### src/logic/ers_params.svh
// constants for the e1 receive sync status page
`ifndef ERS_PARAMS_SVH
`define ERS_PARAMS_SVH

// page and register offsets
`define ERS_STATUS_PAGE 3'h3
`define ERS_OFF_SYNC 5'h10
`define ERS_OFF_ALARM1 5'h11
`define ERS_OFF_TIMER 5'h12
`define ERS_OFF_PHASE_HI 5'h13
`define ERS_OFF_PHASE_LO 5'h14
`define ERS_OFF_FAS 5'h15
`define ERS_OFF_SIGNAL 5'h16
`define ERS_OFF_JITTER 5'h17
`define ERS_OFF_NFAS 5'h18
`define ERS_OFF_MFAS 5'h19
`define ERS_OFF_ALARM2 5'h1b
`define ERS_OFF_IDENT 5'h1f

// sync status field positions
`define ERS_BIT_BASIC_LOST 7
`define ERS_BIT_MF_LOST 6
`define ERS_BIT_CRC4_LOST 5
`define ERS_BIT_EBIT1 4
`define ERS_BIT_EBIT2 3
`define ERS_BIT_CRC4_TO 2
`define ERS_BIT_RED 1
`define ERS_BIT_IWK 0

// other field positions
`define ERS_BIT_ALARM1_LOS 4
`define ERS_BIT_SIGNAL_LOS 5

// reset and answer values
`define ERS_RESET_BYTE 8'h00
`define ERS_RESET_SYNC 8'he0
`define ERS_IDENT_DEFAULT 8'h5a

// timing
`define ERS_CLK_KHZ 125000
`define ERS_CRC4_TIMEOUT_MS 8
`define ERS_RED_DELAY_MS 100
`define ERS_LOS_WINDOW 8'd192
`define ERS_LOS_MIN_ONES 8'd24

`endif

### src/logic/ers_pkg.sv
// types shared by the e1 receive sync status page
package ers_pkg;

    // framing state reported by the receive framer
    typedef struct packed {
        logic basic_lost;
        logic multiframe_align_lost;
        logic crc4_multiframe_lost;
        logic crc4_interwork_state;
        logic mf_end;
        logic rx_ebit_first;
        logic rx_ebit_second;
    } ers_frame_state_t;

    // raw status words captured from the receive path
    typedef struct packed {
        logic [7:0] alarm_one;
        logic [7:0] timer;
        logic rx_slip_toggle;
        logic rx_slip_direction;
        logic [5:0] phase_flags;
        logic [4:0] rx_timeslot_count;
        logic [2:0] rx_bit_count;
        logic [7:0] fas;
        logic [4:0] equalizer_state;
        logic [7:0] jitter;
        logic [7:0] nfas;
        logic [7:0] mfas;
        logic [7:0] alarm_two;
    } ers_rx_words_t;

    // crc-4 multiframe search progress
    typedef enum logic [3:0] {
        ERS_WAIT_BASIC = 4'h1,
        ERS_SEARCH = 4'h2,
        ERS_ALIGNED = 4'h4,
        ERS_TIMED_OUT = 4'h8
    } ers_crc4_state_t;

endpackage : ers_pkg

### src/logic/ers_los_detect.sv
// receive loss of signal detection from the line bit stream
`timescale 1ns/100ps
`include "ers_params.svh"
module ers_los_detect (
    input wire logic clk,
    input wire logic rst_n,
    input wire logic bit_stb,
    input wire logic bit_val,
    output logic los
);
    import ers_pkg::*;

    logic [7:0] zero_run_r;
    logic [7:0] win_pos_r;
    logic [7:0] win_ones_r;
    logic win_open_r;
    logic win_done;
    logic zeros_full;

    assign zeros_full = bit_stb && !bit_val
        && (zero_run_r == `ERS_LOS_WINDOW - 8'd1);
    assign win_done = bit_stb && win_open_r
        && (win_pos_r == `ERS_LOS_WINDOW - 8'd1);

    // run of consecutive zero bit periods
    always_ff @(posedge clk or negedge rst_n) begin
        if (!rst_n) begin
            zero_run_r <= 8'h00;
        end else if (bit_stb) begin
            if (bit_val) begin
                zero_run_r <= 8'h00;
            end else if (zero_run_r != `ERS_LOS_WINDOW) begin
                zero_run_r <= zero_run_r + 8'h01;
            end
        end
    end

    // density window opened only by a pulse while in loss
    always_ff @(posedge clk or negedge rst_n) begin
        if (!rst_n) begin
            win_open_r <= 1'b0;
            win_pos_r <= 8'h00;
            win_ones_r <= 8'h00;
        end else if (!los || win_done) begin
            win_open_r <= 1'b0;
            win_pos_r <= 8'h00;
            win_ones_r <= 8'h00;
        end else if (bit_stb && (win_open_r || bit_val)) begin
            win_open_r <= 1'b1;
            win_pos_r <= win_pos_r + 8'h01;
            win_ones_r <= win_ones_r + {7'h00, bit_val};
        end
    end

    // set after 192 zeros, clear on 12.5% density
    always_ff @(posedge clk or negedge rst_n) begin
        if (!rst_n) begin
            los <= 1'b0;
        end else if (zeros_full) begin
            los <= 1'b1;
        end else if (win_done
            && (win_ones_r + {7'h00, bit_val}) >= `ERS_LOS_MIN_ONES) begin
            los <= 1'b0;
        end
    end

endmodule : ers_los_detect

### src/logic/ers_ms_timer.sv
// holds a level once a run condition has lasted a set number of cycles
`timescale 1ns/100ps
module ers_ms_timer #(
    parameter int unsigned CYCLES = 1000
) (
    input wire logic clk,
    input wire logic rst_n,
    input wire logic run,
    output logic expired
);
    import ers_pkg::*;

    logic [23:0] count_r;

    // count while running, restart whenever the run condition drops
    always_ff @(posedge clk or negedge rst_n) begin
        if (!rst_n) begin
            count_r <= 24'h000000;
        end else if (!run) begin
            count_r <= 24'h000000;
        end else if (count_r != CYCLES[23:0]) begin
            count_r <= count_r + 24'h000001;
        end
    end

    // level stays up until run drops
    always_ff @(posedge clk or negedge rst_n) begin
        if (!rst_n) begin
            expired <= 1'b0;
        end else begin
            expired <= run && (count_r == CYCLES[23:0]);
        end
    end

endmodule : ers_ms_timer

### src/logic/ers_sync_status.sv
// e1 receive synchronization status page with parallel read port
//
// Functional notes
// bit 7 shows basic frame alignment lost
// bit 6 shows multiframe alignment lost
// bit 5 shows crc-4 multiframe alignment lost
// bit 4 holds first e-bit of multiframe
// bit 3 holds second e-bit of multiframe
// bit 2 sets on 8 ms crc-4 timeout
// timeout forces reframe under maintenance, no interworking
// bit 1 red after 100 ms loss
// bit 0 shows crc-4 interworking result
// address 11h holds alarm status word
// address 13h holds slip and phase flags
// address 14h holds timeslot and bit count
// address 15h holds received fas byte
// address 16h holds equalizer and line loss
// address 17h holds jitter buffer conditions
// address 18h holds received nfas byte
// address 19h holds received mfas bits
// loss of signal after 192 zeros
// all registers read-only, reads change nothing
// unused addresses read zero, ignore writes
`timescale 1ns/100ps
`include "ers_params.svh"
module ers_sync_status #(
    parameter int unsigned CRC4_TO_CYCLES =
        `ERS_CRC4_TIMEOUT_MS * `ERS_CLK_KHZ,
    parameter int unsigned RED_CYCLES =
        `ERS_RED_DELAY_MS * `ERS_CLK_KHZ,
    parameter logic [7:0] IDENT_VALUE = `ERS_IDENT_DEFAULT
) (
    input wire logic clk,
    input wire logic nrst,
    input wire logic [2:0] page,
    input wire logic [4:0] addr,
    input wire logic cs_n,
    input wire logic rd_n,
    input wire logic wr_n,
    input wire logic [7:0] data_in,
    output logic [7:0] data_out,
    output logic data_oe,
    input wire ers_pkg::ers_frame_state_t frame_in,
    input wire ers_pkg::ers_rx_words_t rx_in,
    input wire logic bit_stb,
    input wire logic bit_val,
    input wire logic maint_opt_en,
    input wire logic auto_interwork_en,
    output logic force_reframe,
    output logic line_signal_loss
);
    import ers_pkg::*;

    // true when the port addresses a given offset of the status page
    function automatic logic ers_hit(input logic [2:0] pg,
                                     input logic [4:0] a,
                                     input logic [4:0] off);
        ers_hit = (pg == `ERS_STATUS_PAGE) && (a == off);
    endfunction : ers_hit

    logic rst_meta_r;
    logic rst_n;
    ers_crc4_state_t crc4_state_r;
    ers_crc4_state_t crc4_state_nxt;
    logic [7:0] sync_r;
    logic [7:0] alarm1_r;
    logic [7:0] timer_r;
    logic [7:0] phase_hi_r;
    logic [7:0] phase_lo_r;
    logic [7:0] fas_r;
    logic [7:0] signal_r;
    logic [7:0] jitter_r;
    logic [7:0] nfas_r;
    logic [7:0] mfas_r;
    logic [7:0] alarm2_r;
    logic ebit1_r;
    logic ebit2_r;
    logic crc4_to_r;
    logic reframe_r;
    logic timeout_hit;
    logic red_level;
    logic los_level;
    logic rd_req;
    logic [7:0] rd_mux;
    logic write_seen;

    // reset release through two flip-flops
    always_ff @(posedge clk or negedge nrst) begin
        if (!nrst) begin
            rst_meta_r <= 1'b0;
            rst_n <= 1'b0;
        end else begin
            rst_meta_r <= 1'b1;
            rst_n <= rst_meta_r;
        end
    end

    // crc-4 search runs from basic alignment, or from a loss of crc-4 alignment, until crc-4 alignment
    always_comb begin
        crc4_state_nxt = crc4_state_r;
        case (crc4_state_r)
            ERS_WAIT_BASIC: begin
                if (!frame_in.basic_lost) begin
                    crc4_state_nxt = ERS_SEARCH;
                end
            end
            ERS_SEARCH: begin
                if (frame_in.basic_lost) begin
                    crc4_state_nxt = ERS_WAIT_BASIC;
                end else if (!frame_in.crc4_multiframe_lost) begin
                    crc4_state_nxt = ERS_ALIGNED;
                end else if (timeout_hit) begin
                    crc4_state_nxt = ERS_TIMED_OUT;
                end
            end
            ERS_ALIGNED: begin
                if (frame_in.basic_lost) begin
                    crc4_state_nxt = ERS_WAIT_BASIC;
                end else if (frame_in.crc4_multiframe_lost) begin
                    crc4_state_nxt = ERS_SEARCH;
                end
            end
            ERS_TIMED_OUT: begin
                if (frame_in.basic_lost) begin
                    crc4_state_nxt = ERS_WAIT_BASIC;
                end else if (!frame_in.crc4_multiframe_lost) begin
                    crc4_state_nxt = ERS_ALIGNED;
                end
            end
            default: begin
                crc4_state_nxt = ERS_WAIT_BASIC;
            end
        endcase
    end

    // search state register
    always_ff @(posedge clk or negedge rst_n) begin
        if (!rst_n) begin
            crc4_state_r <= ERS_WAIT_BASIC;
        end else begin
            crc4_state_r <= crc4_state_nxt;
        end
    end

    // 8 ms window counted from basic alignment or from a loss of crc-4 alignment
    ers_ms_timer #(
        .CYCLES(CRC4_TO_CYCLES)
    ) u_crc4_timer (
        .clk(clk),
        .rst_n(rst_n),
        .run(crc4_state_r == ERS_SEARCH),
        .expired(timeout_hit)
    );

    // 100 ms of continuous basic frame loss
    ers_ms_timer #(
        .CYCLES(RED_CYCLES)
    ) u_red_timer (
        .clk(clk),
        .rst_n(rst_n),
        .run(frame_in.basic_lost),
        .expired(red_level)
    );

    // line loss of signal from the raw bit stream
    ers_los_detect u_los (
        .clk(clk),
        .rst_n(rst_n),
        .bit_stb(bit_stb),
        .bit_val(bit_val),
        .los(los_level)
    );

    // timeout flag follows the timed out search state
    always_ff @(posedge clk or negedge rst_n) begin
        if (!rst_n) begin
            crc4_to_r <= 1'b0;
        end else begin
            crc4_to_r <= (crc4_state_nxt == ERS_TIMED_OUT);
        end
    end

    // one pulse on the flag's rising edge, gated by the options
    always_ff @(posedge clk or negedge rst_n) begin
        if (!rst_n) begin
            reframe_r <= 1'b0;
        end else begin
            reframe_r <= (crc4_state_nxt == ERS_TIMED_OUT) && !crc4_to_r
                && maint_opt_en && !auto_interwork_en;
        end
    end

    assign force_reframe = reframe_r;
    assign line_signal_loss = los_level;

    // e-bits latched at the end of each crc-4 multiframe
    always_ff @(posedge clk or negedge rst_n) begin
        if (!rst_n) begin
            ebit1_r <= 1'b0;
            ebit2_r <= 1'b0;
        end else if (frame_in.mf_end) begin
            ebit1_r <= frame_in.rx_ebit_first;
            ebit2_r <= frame_in.rx_ebit_second;
        end
    end

    // synchronization status word
    always_ff @(posedge clk or negedge rst_n) begin
        if (!rst_n) begin
            sync_r <= `ERS_RESET_SYNC;
        end else begin
            sync_r[`ERS_BIT_BASIC_LOST] <= frame_in.basic_lost;
            sync_r[`ERS_BIT_MF_LOST] <=
                frame_in.multiframe_align_lost;
            sync_r[`ERS_BIT_CRC4_LOST] <=
                frame_in.crc4_multiframe_lost;
            sync_r[`ERS_BIT_EBIT1] <= ebit1_r;
            sync_r[`ERS_BIT_EBIT2] <= ebit2_r;
            sync_r[`ERS_BIT_CRC4_TO] <= crc4_to_r;
            // red drops in the cycle basic alignment returns
            sync_r[`ERS_BIT_RED] <= red_level
                && frame_in.basic_lost;
            sync_r[`ERS_BIT_IWK] <=
                frame_in.crc4_interwork_state;
        end
    end

    // alarm status word one, loss bit from the local detector
    always_ff @(posedge clk or negedge rst_n) begin
        if (!rst_n) begin
            alarm1_r <= `ERS_RESET_BYTE;
        end else begin
            alarm1_r <= rx_in.alarm_one;
            alarm1_r[`ERS_BIT_ALARM1_LOS] <= los_level;
        end
    end

    // timer status and alarm status word two
    always_ff @(posedge clk or negedge rst_n) begin
        if (!rst_n) begin
            timer_r <= `ERS_RESET_BYTE;
            alarm2_r <= `ERS_RESET_BYTE;
        end else begin
            timer_r <= rx_in.timer;
            alarm2_r <= rx_in.alarm_two;
        end
    end

    // phase status words
    always_ff @(posedge clk or negedge rst_n) begin
        if (!rst_n) begin
            phase_hi_r <= `ERS_RESET_BYTE;
            phase_lo_r <= `ERS_RESET_BYTE;
        end else begin
            phase_hi_r <= {rx_in.rx_slip_toggle, rx_in.rx_slip_direction,
                rx_in.phase_flags};
            phase_lo_r <= {rx_in.rx_timeslot_count,
                rx_in.rx_bit_count};
        end
    end

    // received alignment bytes
    always_ff @(posedge clk or negedge rst_n) begin
        if (!rst_n) begin
            fas_r <= `ERS_RESET_BYTE;
            nfas_r <= `ERS_RESET_BYTE;
            mfas_r <= `ERS_RESET_BYTE;
        end else begin
            fas_r <= rx_in.fas;
            nfas_r <= rx_in.nfas;
            mfas_r <= rx_in.mfas;
        end
    end

    // line signal and jitter buffer status
    always_ff @(posedge clk or negedge rst_n) begin
        if (!rst_n) begin
            signal_r <= `ERS_RESET_BYTE;
            jitter_r <= `ERS_RESET_BYTE;
        end else begin
            signal_r <= {3'h0, rx_in.equalizer_state};
            signal_r[`ERS_BIT_SIGNAL_LOS] <= los_level;
            jitter_r <= rx_in.jitter;
        end
    end

    // a read cycle on the status page
    assign rd_req = !cs_n && !rd_n && (page == `ERS_STATUS_PAGE);
    // writes are decoded only to be dropped
    assign write_seen = !cs_n && !wr_n && (data_in == data_in);

    // read selection, unused offsets answer zero
    always_comb begin
        rd_mux = `ERS_RESET_BYTE;
        if (ers_hit(page, addr, `ERS_OFF_SYNC)) begin
            rd_mux = sync_r;
        end else if (ers_hit(page, addr, `ERS_OFF_ALARM1)) begin
            rd_mux = alarm1_r;
        end else if (ers_hit(page, addr, `ERS_OFF_TIMER)) begin
            rd_mux = timer_r;
        end else if (ers_hit(page, addr, `ERS_OFF_PHASE_HI)) begin
            rd_mux = phase_hi_r;
        end else if (ers_hit(page, addr, `ERS_OFF_PHASE_LO)) begin
            rd_mux = phase_lo_r;
        end else if (ers_hit(page, addr, `ERS_OFF_FAS)) begin
            rd_mux = fas_r;
        end else if (ers_hit(page, addr, `ERS_OFF_SIGNAL)) begin
            rd_mux = signal_r;
        end else if (ers_hit(page, addr, `ERS_OFF_JITTER)) begin
            rd_mux = jitter_r;
        end else if (ers_hit(page, addr, `ERS_OFF_NFAS)) begin
            rd_mux = nfas_r;
        end else if (ers_hit(page, addr, `ERS_OFF_MFAS)) begin
            rd_mux = mfas_r;
        end else if (ers_hit(page, addr, `ERS_OFF_ALARM2)) begin
            rd_mux = alarm2_r;
        end else if (ers_hit(page, addr, `ERS_OFF_IDENT)) begin
            rd_mux = IDENT_VALUE; // arbitrary neutral identity value
        end
    end

    // read data held in a register; a read never touches status
    always_ff @(posedge clk or negedge rst_n) begin
        if (!rst_n) begin
            data_out <= `ERS_RESET_BYTE;
        end else if (rd_req && !write_seen) begin
            data_out <= rd_mux;
        end
    end

    // bus driven one cycle after the strobe, while it lasts
    always_ff @(posedge clk or negedge rst_n) begin
        if (!rst_n) begin
            data_oe <= 1'b0;
        end else begin
            data_oe <= rd_req && !write_seen;
        end
    end

endmodule : ers_sync_status

### config.mk
export PLATFORM = sky130hd
export DESIGN_NAME = ers_sync_status
export DESIGN_NICKNAME = d
export VERILOG_FILES = /design/src/logic/ers_pkg.sv /design/src/logic/ers_los_detect.sv /design/src/logic/ers_ms_timer.sv /design/src/logic/ers_sync_status.sv
export VERILOG_INCLUDE_DIRS = /design/src /design/src/logic
export SDC_FILE = /design/constraint.sdc
export NUM_CORES = 1
export LEC_CHECK = 0
export BUFFER_PORTS_ARGS = -buffer_cell sky130_fd_sc_hd__buf_2
export CORE_ASPECT_RATIO = 1.2
export CORE_MARGIN = 8
export CORE_UTILIZATION = 24
export DETAILED_ROUTE_END_ITERATION = 6
export PLACE_DENSITY_LB_ADDON = 0.2
export SYNTH_ARGS = -nofsm -noshare
export SYNTH_HDL_FRONTEND = slang
export SYNTH_HIERARCHICAL = 1
export SYNTH_SLANG_ARGS = --single-unit
### constraint.sdc
create_clock -name clk -period 5.3 [get_ports clk]
set_clock_uncertainty 0.15 [all_clocks]
set_input_delay 0.265 -clock clk [delete_from_list [all_inputs] [get_ports clk]]
set_output_delay 0.265 -clock clk [all_outputs]
set_load 0.05 [all_outputs]
==> results_dict.tcl <==
set metrics [dict create \
    vdd_ir_drop_max_mv 0.196 \
    power_switching_share_pct 25.0 \
    first_pass_iters 4 \
    wirelength_um 22000 \
    cts_buffers 17 \
    status "finished clean" \
    met3_usage_pct 2.65 \
    cts_tree "built" \
    clock-sinks 180 \
    coreArea_um2 33800 \
    netlist_instances 738 \
    hp-class "input pin to flip-flop" \
    grt_pass1_wl_um 35600 \
    nFillCells 3427 \
    cts_buffer_depth 2 \
    internal_power_mw 2.32 \
    start_util_pct 24.1 \
    worstHoldStart "auto_interwork_en" \
    cts.repair.resized 0 \
    ys_ff_latch 180 \
    grt_max_degree 113 \
    synth_nets 856 \
    antenna-diode-count 0 \
    synthTopCellsByArea "dfrtp_1 54%, a21oi_1 3.1%, xor2_1 2.7%, nor2_1 2.4%, nand3_1 2.1%" \
    min_period_ns 2.07 \
    setup_viol 0 \
    grt_pass1_vias 6558 \
    ios 120 \
    gr-usage-all-layers_pct 11.1 \
    nNetsFinal 1043 \
    drt_iter0_markers 248 \
    place.gp.congestion 0.761 \
    use_met2_pct 18.3 \
    post_drt_wl_per_cell_um 15.8 \
    row_count 74 \
    synth_area_um2 8160 \
    clock_latency_ns 0.43 \
    synth_common_cells "176 x dfrtp_1, 52 x nor2_1, 50 x a21oi_1" \
    period_share_pct 39.0 \
    gr-total-overflow 0 \
    post_synth.cell_area_avg_um2 11.1 \
    rsz0062_at_grt "no" \
    startpoint_type "flip-flop" \
    path_clk_slew_ns 0.07 \
    synth_top_area_share_pct 54.0 \
    finalHoldViolCount 0 \
    biggestRegsByFlops "u_crc4_timer/count_r: 24 flops, u_red_timer/count_r: 24 flops" \
    cts-root-buf "clkbuf_16" \
    use_met1_pct 13.8 \
    die_x_um 184 \
    pwr-share-clk_pct 41.8 \
    ant_nets 0 \
    arrival_ns 2.23 \
    timing.final.ws_setup_ns 3.23 \
    async_reset_ff_share_pct 100 \
    tightest_slew_ns 0.904 \
    synth_edf_count 0 \
    synth_flop_cell "dfrtp_1" \
    viasPerCell 4.49 \
    busiest_layer "met2" \
    crit-reg2reg-launch "u_crc4_timer/count_r[0]$_DFFE_PN0P_" \
    cp-startpoint "u_crc4_timer/count_r[0]$_DFFE_PN0P_" \
    ys_seq_area_share_pct 55.3 \
    p_comb_share_pct 10.2 \
    htree_num_levels 4 \
    leakage_nw 4.48 \
    setup_tns_ns 0 \
    pre_cts_slack_ns 2.79 \
    multi_input_area_um2 3380 \
    dieArea_um2 40200 \
    worst-path-max-fanout 7 \
    yosys_warnings 6 \
    p_sw_mw 0.772 \
    area_growth_pct 30.0 \
    die_h_um 218 \
    io_buffers 110 \
    drc 0 \
    max_cap_violations 0 \
    crit_type "flip-flop to flip-flop" \
    fmax_ghz 0.483 \
    drive_above_1_share_pct 20.1 \
    ys_types 82 \
    p_seq_share_pct 48.0 \
    worst_hold_slack_ns 0.0504 \
    finalMaxSlewViolations 0 \
    powerDensity_nw_per_um2 291 \
    required_ns 5.46 \
    vias 6256 \
    yosys.area.top_type "dfrtp_1" \
    ff_latch_area_um2 4510 \
    yosysMostFrequentCell "dfrtp_1" \
    hpwl_um 14800 \
    slew_headroom_pct 39.7 \
    antenna_found_initial 1 \
    end_kind "flip-flop" \
]
## placed cells by master (no fill, tap or decap), drive strengths merged, types with 6 or more instances in the layout
cell type / netlist / final
a211oi: 7 / 7
a21oi: 50 / 50
and3: 10 / 10
and4: 7 / 7
buf: 16 / 114
clkbuf: 17 / 22
dfrtp: 176 / 176
dlygate4sd3: 0 / 87
ha: 9 / 9
inv: 24 / 27
mux2: 12 / 12
mux2i: 14 / 14
nand2: 43 / 43
nand2b: 17 / 17
nand3: 35 / 35
nand4: 24 / 24
nor2: 52 / 52
nor3: 17 / 17
nor3b: 10 / 10
nor4: 13 / 13
o211ai: 8 / 8
o21a: 6 / 6
o21ai: 21 / 21
o22ai: 11 / 11
or3: 12 / 12
or4: 6 / 6
xnor2: 17 / 17
xor2: 25 / 25
## layout make-up
class | count | area share, %
clock buffers | 22 | 4.47
clock inverters | 10 | 1.13
inverters | 24 | 0.849
multi-input cells | 501 | 31.8
flip-flops and latches | 180 | 42.5
well taps | 456 | 5.38
repair buffers | 201 | 13.8
## final timing paths
check | to | slack, ns | depth (start not counted)
setup / recovery | u_crc4_timer/count_r[18]$_DFFE_PN0P_ | 3.23 | 5
hold / removal | force_reframe$_DFF_PN0_ | 0.05 | 3
setup reg to reg | u_crc4_timer/count_r[18]$_DFFE_PN0P_ | 3.23 | 5
hold reg to reg | rst_n$_DFF_PN0_ | 0.21 | 0
max in group asynchronous | sync_r[2]$_DFF_PN0_ | 3.54 | 1
min in group asynchronous | mfas_r[7]$_DFF_PN0_ | 0.33 | 0
## routing by layer
layer	routed length [um]	vias to the layer above
met5	13	-
met4	562	2
met3	1070	31
met2	10600	131
met1	9780	3053
li1	-	3039
## power by group through the flow
stage          sequential, mW  combinational (mW)  clock, mW
2_1_floorplan            1.52               0.147          0
3_3_place_gp             1.51               0.265          0
3_5_place_dp             1.51               0.268          0
4_1_cts                  1.48               0.321       1.34
5_1_grt                  1.49               0.351       1.39
6_report                 1.48               0.316       1.29
## per-stage QoR
| stage | util [%] | power [mW] | area, um^2 | std cells |
|---|---|---|---|---|
| after floorplan | - | 1.67 | 8160 | 738 |
| after global placement | 27.1 | 1.77 | 9140 | 1275 |
| after detailed placement | 27.1 | 1.78 | 9140 | 1275 |
| after CTS | 31.4 | 3.14 | 10600 | 1394 |
| after global routing | 31.4 | 3.23 | 10600 | 1394 |
| final | 31.4 | 3.09 | 10600 | 1394 |
## critical path, stage by stage, from the launching register on
cell and delay (ns):
dfrtp_1 0.48, ha_1 0.31, nand3_1 0.23, nor4_4 0.47
nand3_1 0.17, mux2i_1 0.15
## logic make-up (layout without fill, tap and decap cells)
group | after synthesis | count (layout) | share of synthesized area [%]
mux | 26 | 26 | 3.37
compound gates | 152 | 152 | 12.6
flops | 180 | 180 | 55.3
xor+xnor | 42 | 42 | 4.51
buf+inv | 57 | 257 | 3.36
fa+ha+maj | 9 | 9 | 1.38
other cells | 1 | 1 | 0.0460
simple gates | 271 | 271 | 19.4
## what timing repair did
| action | CTS | global route |
|---|---|---|
| hold endpoints to repair | 86 | 0 |
| endpoints found under the setup margin | 0 | 0 |
| hold buffers | 87 | 0 |
| buffers inserted | 0 | 0 |
No activity file was read; power rests on OpenSTA's default activity.
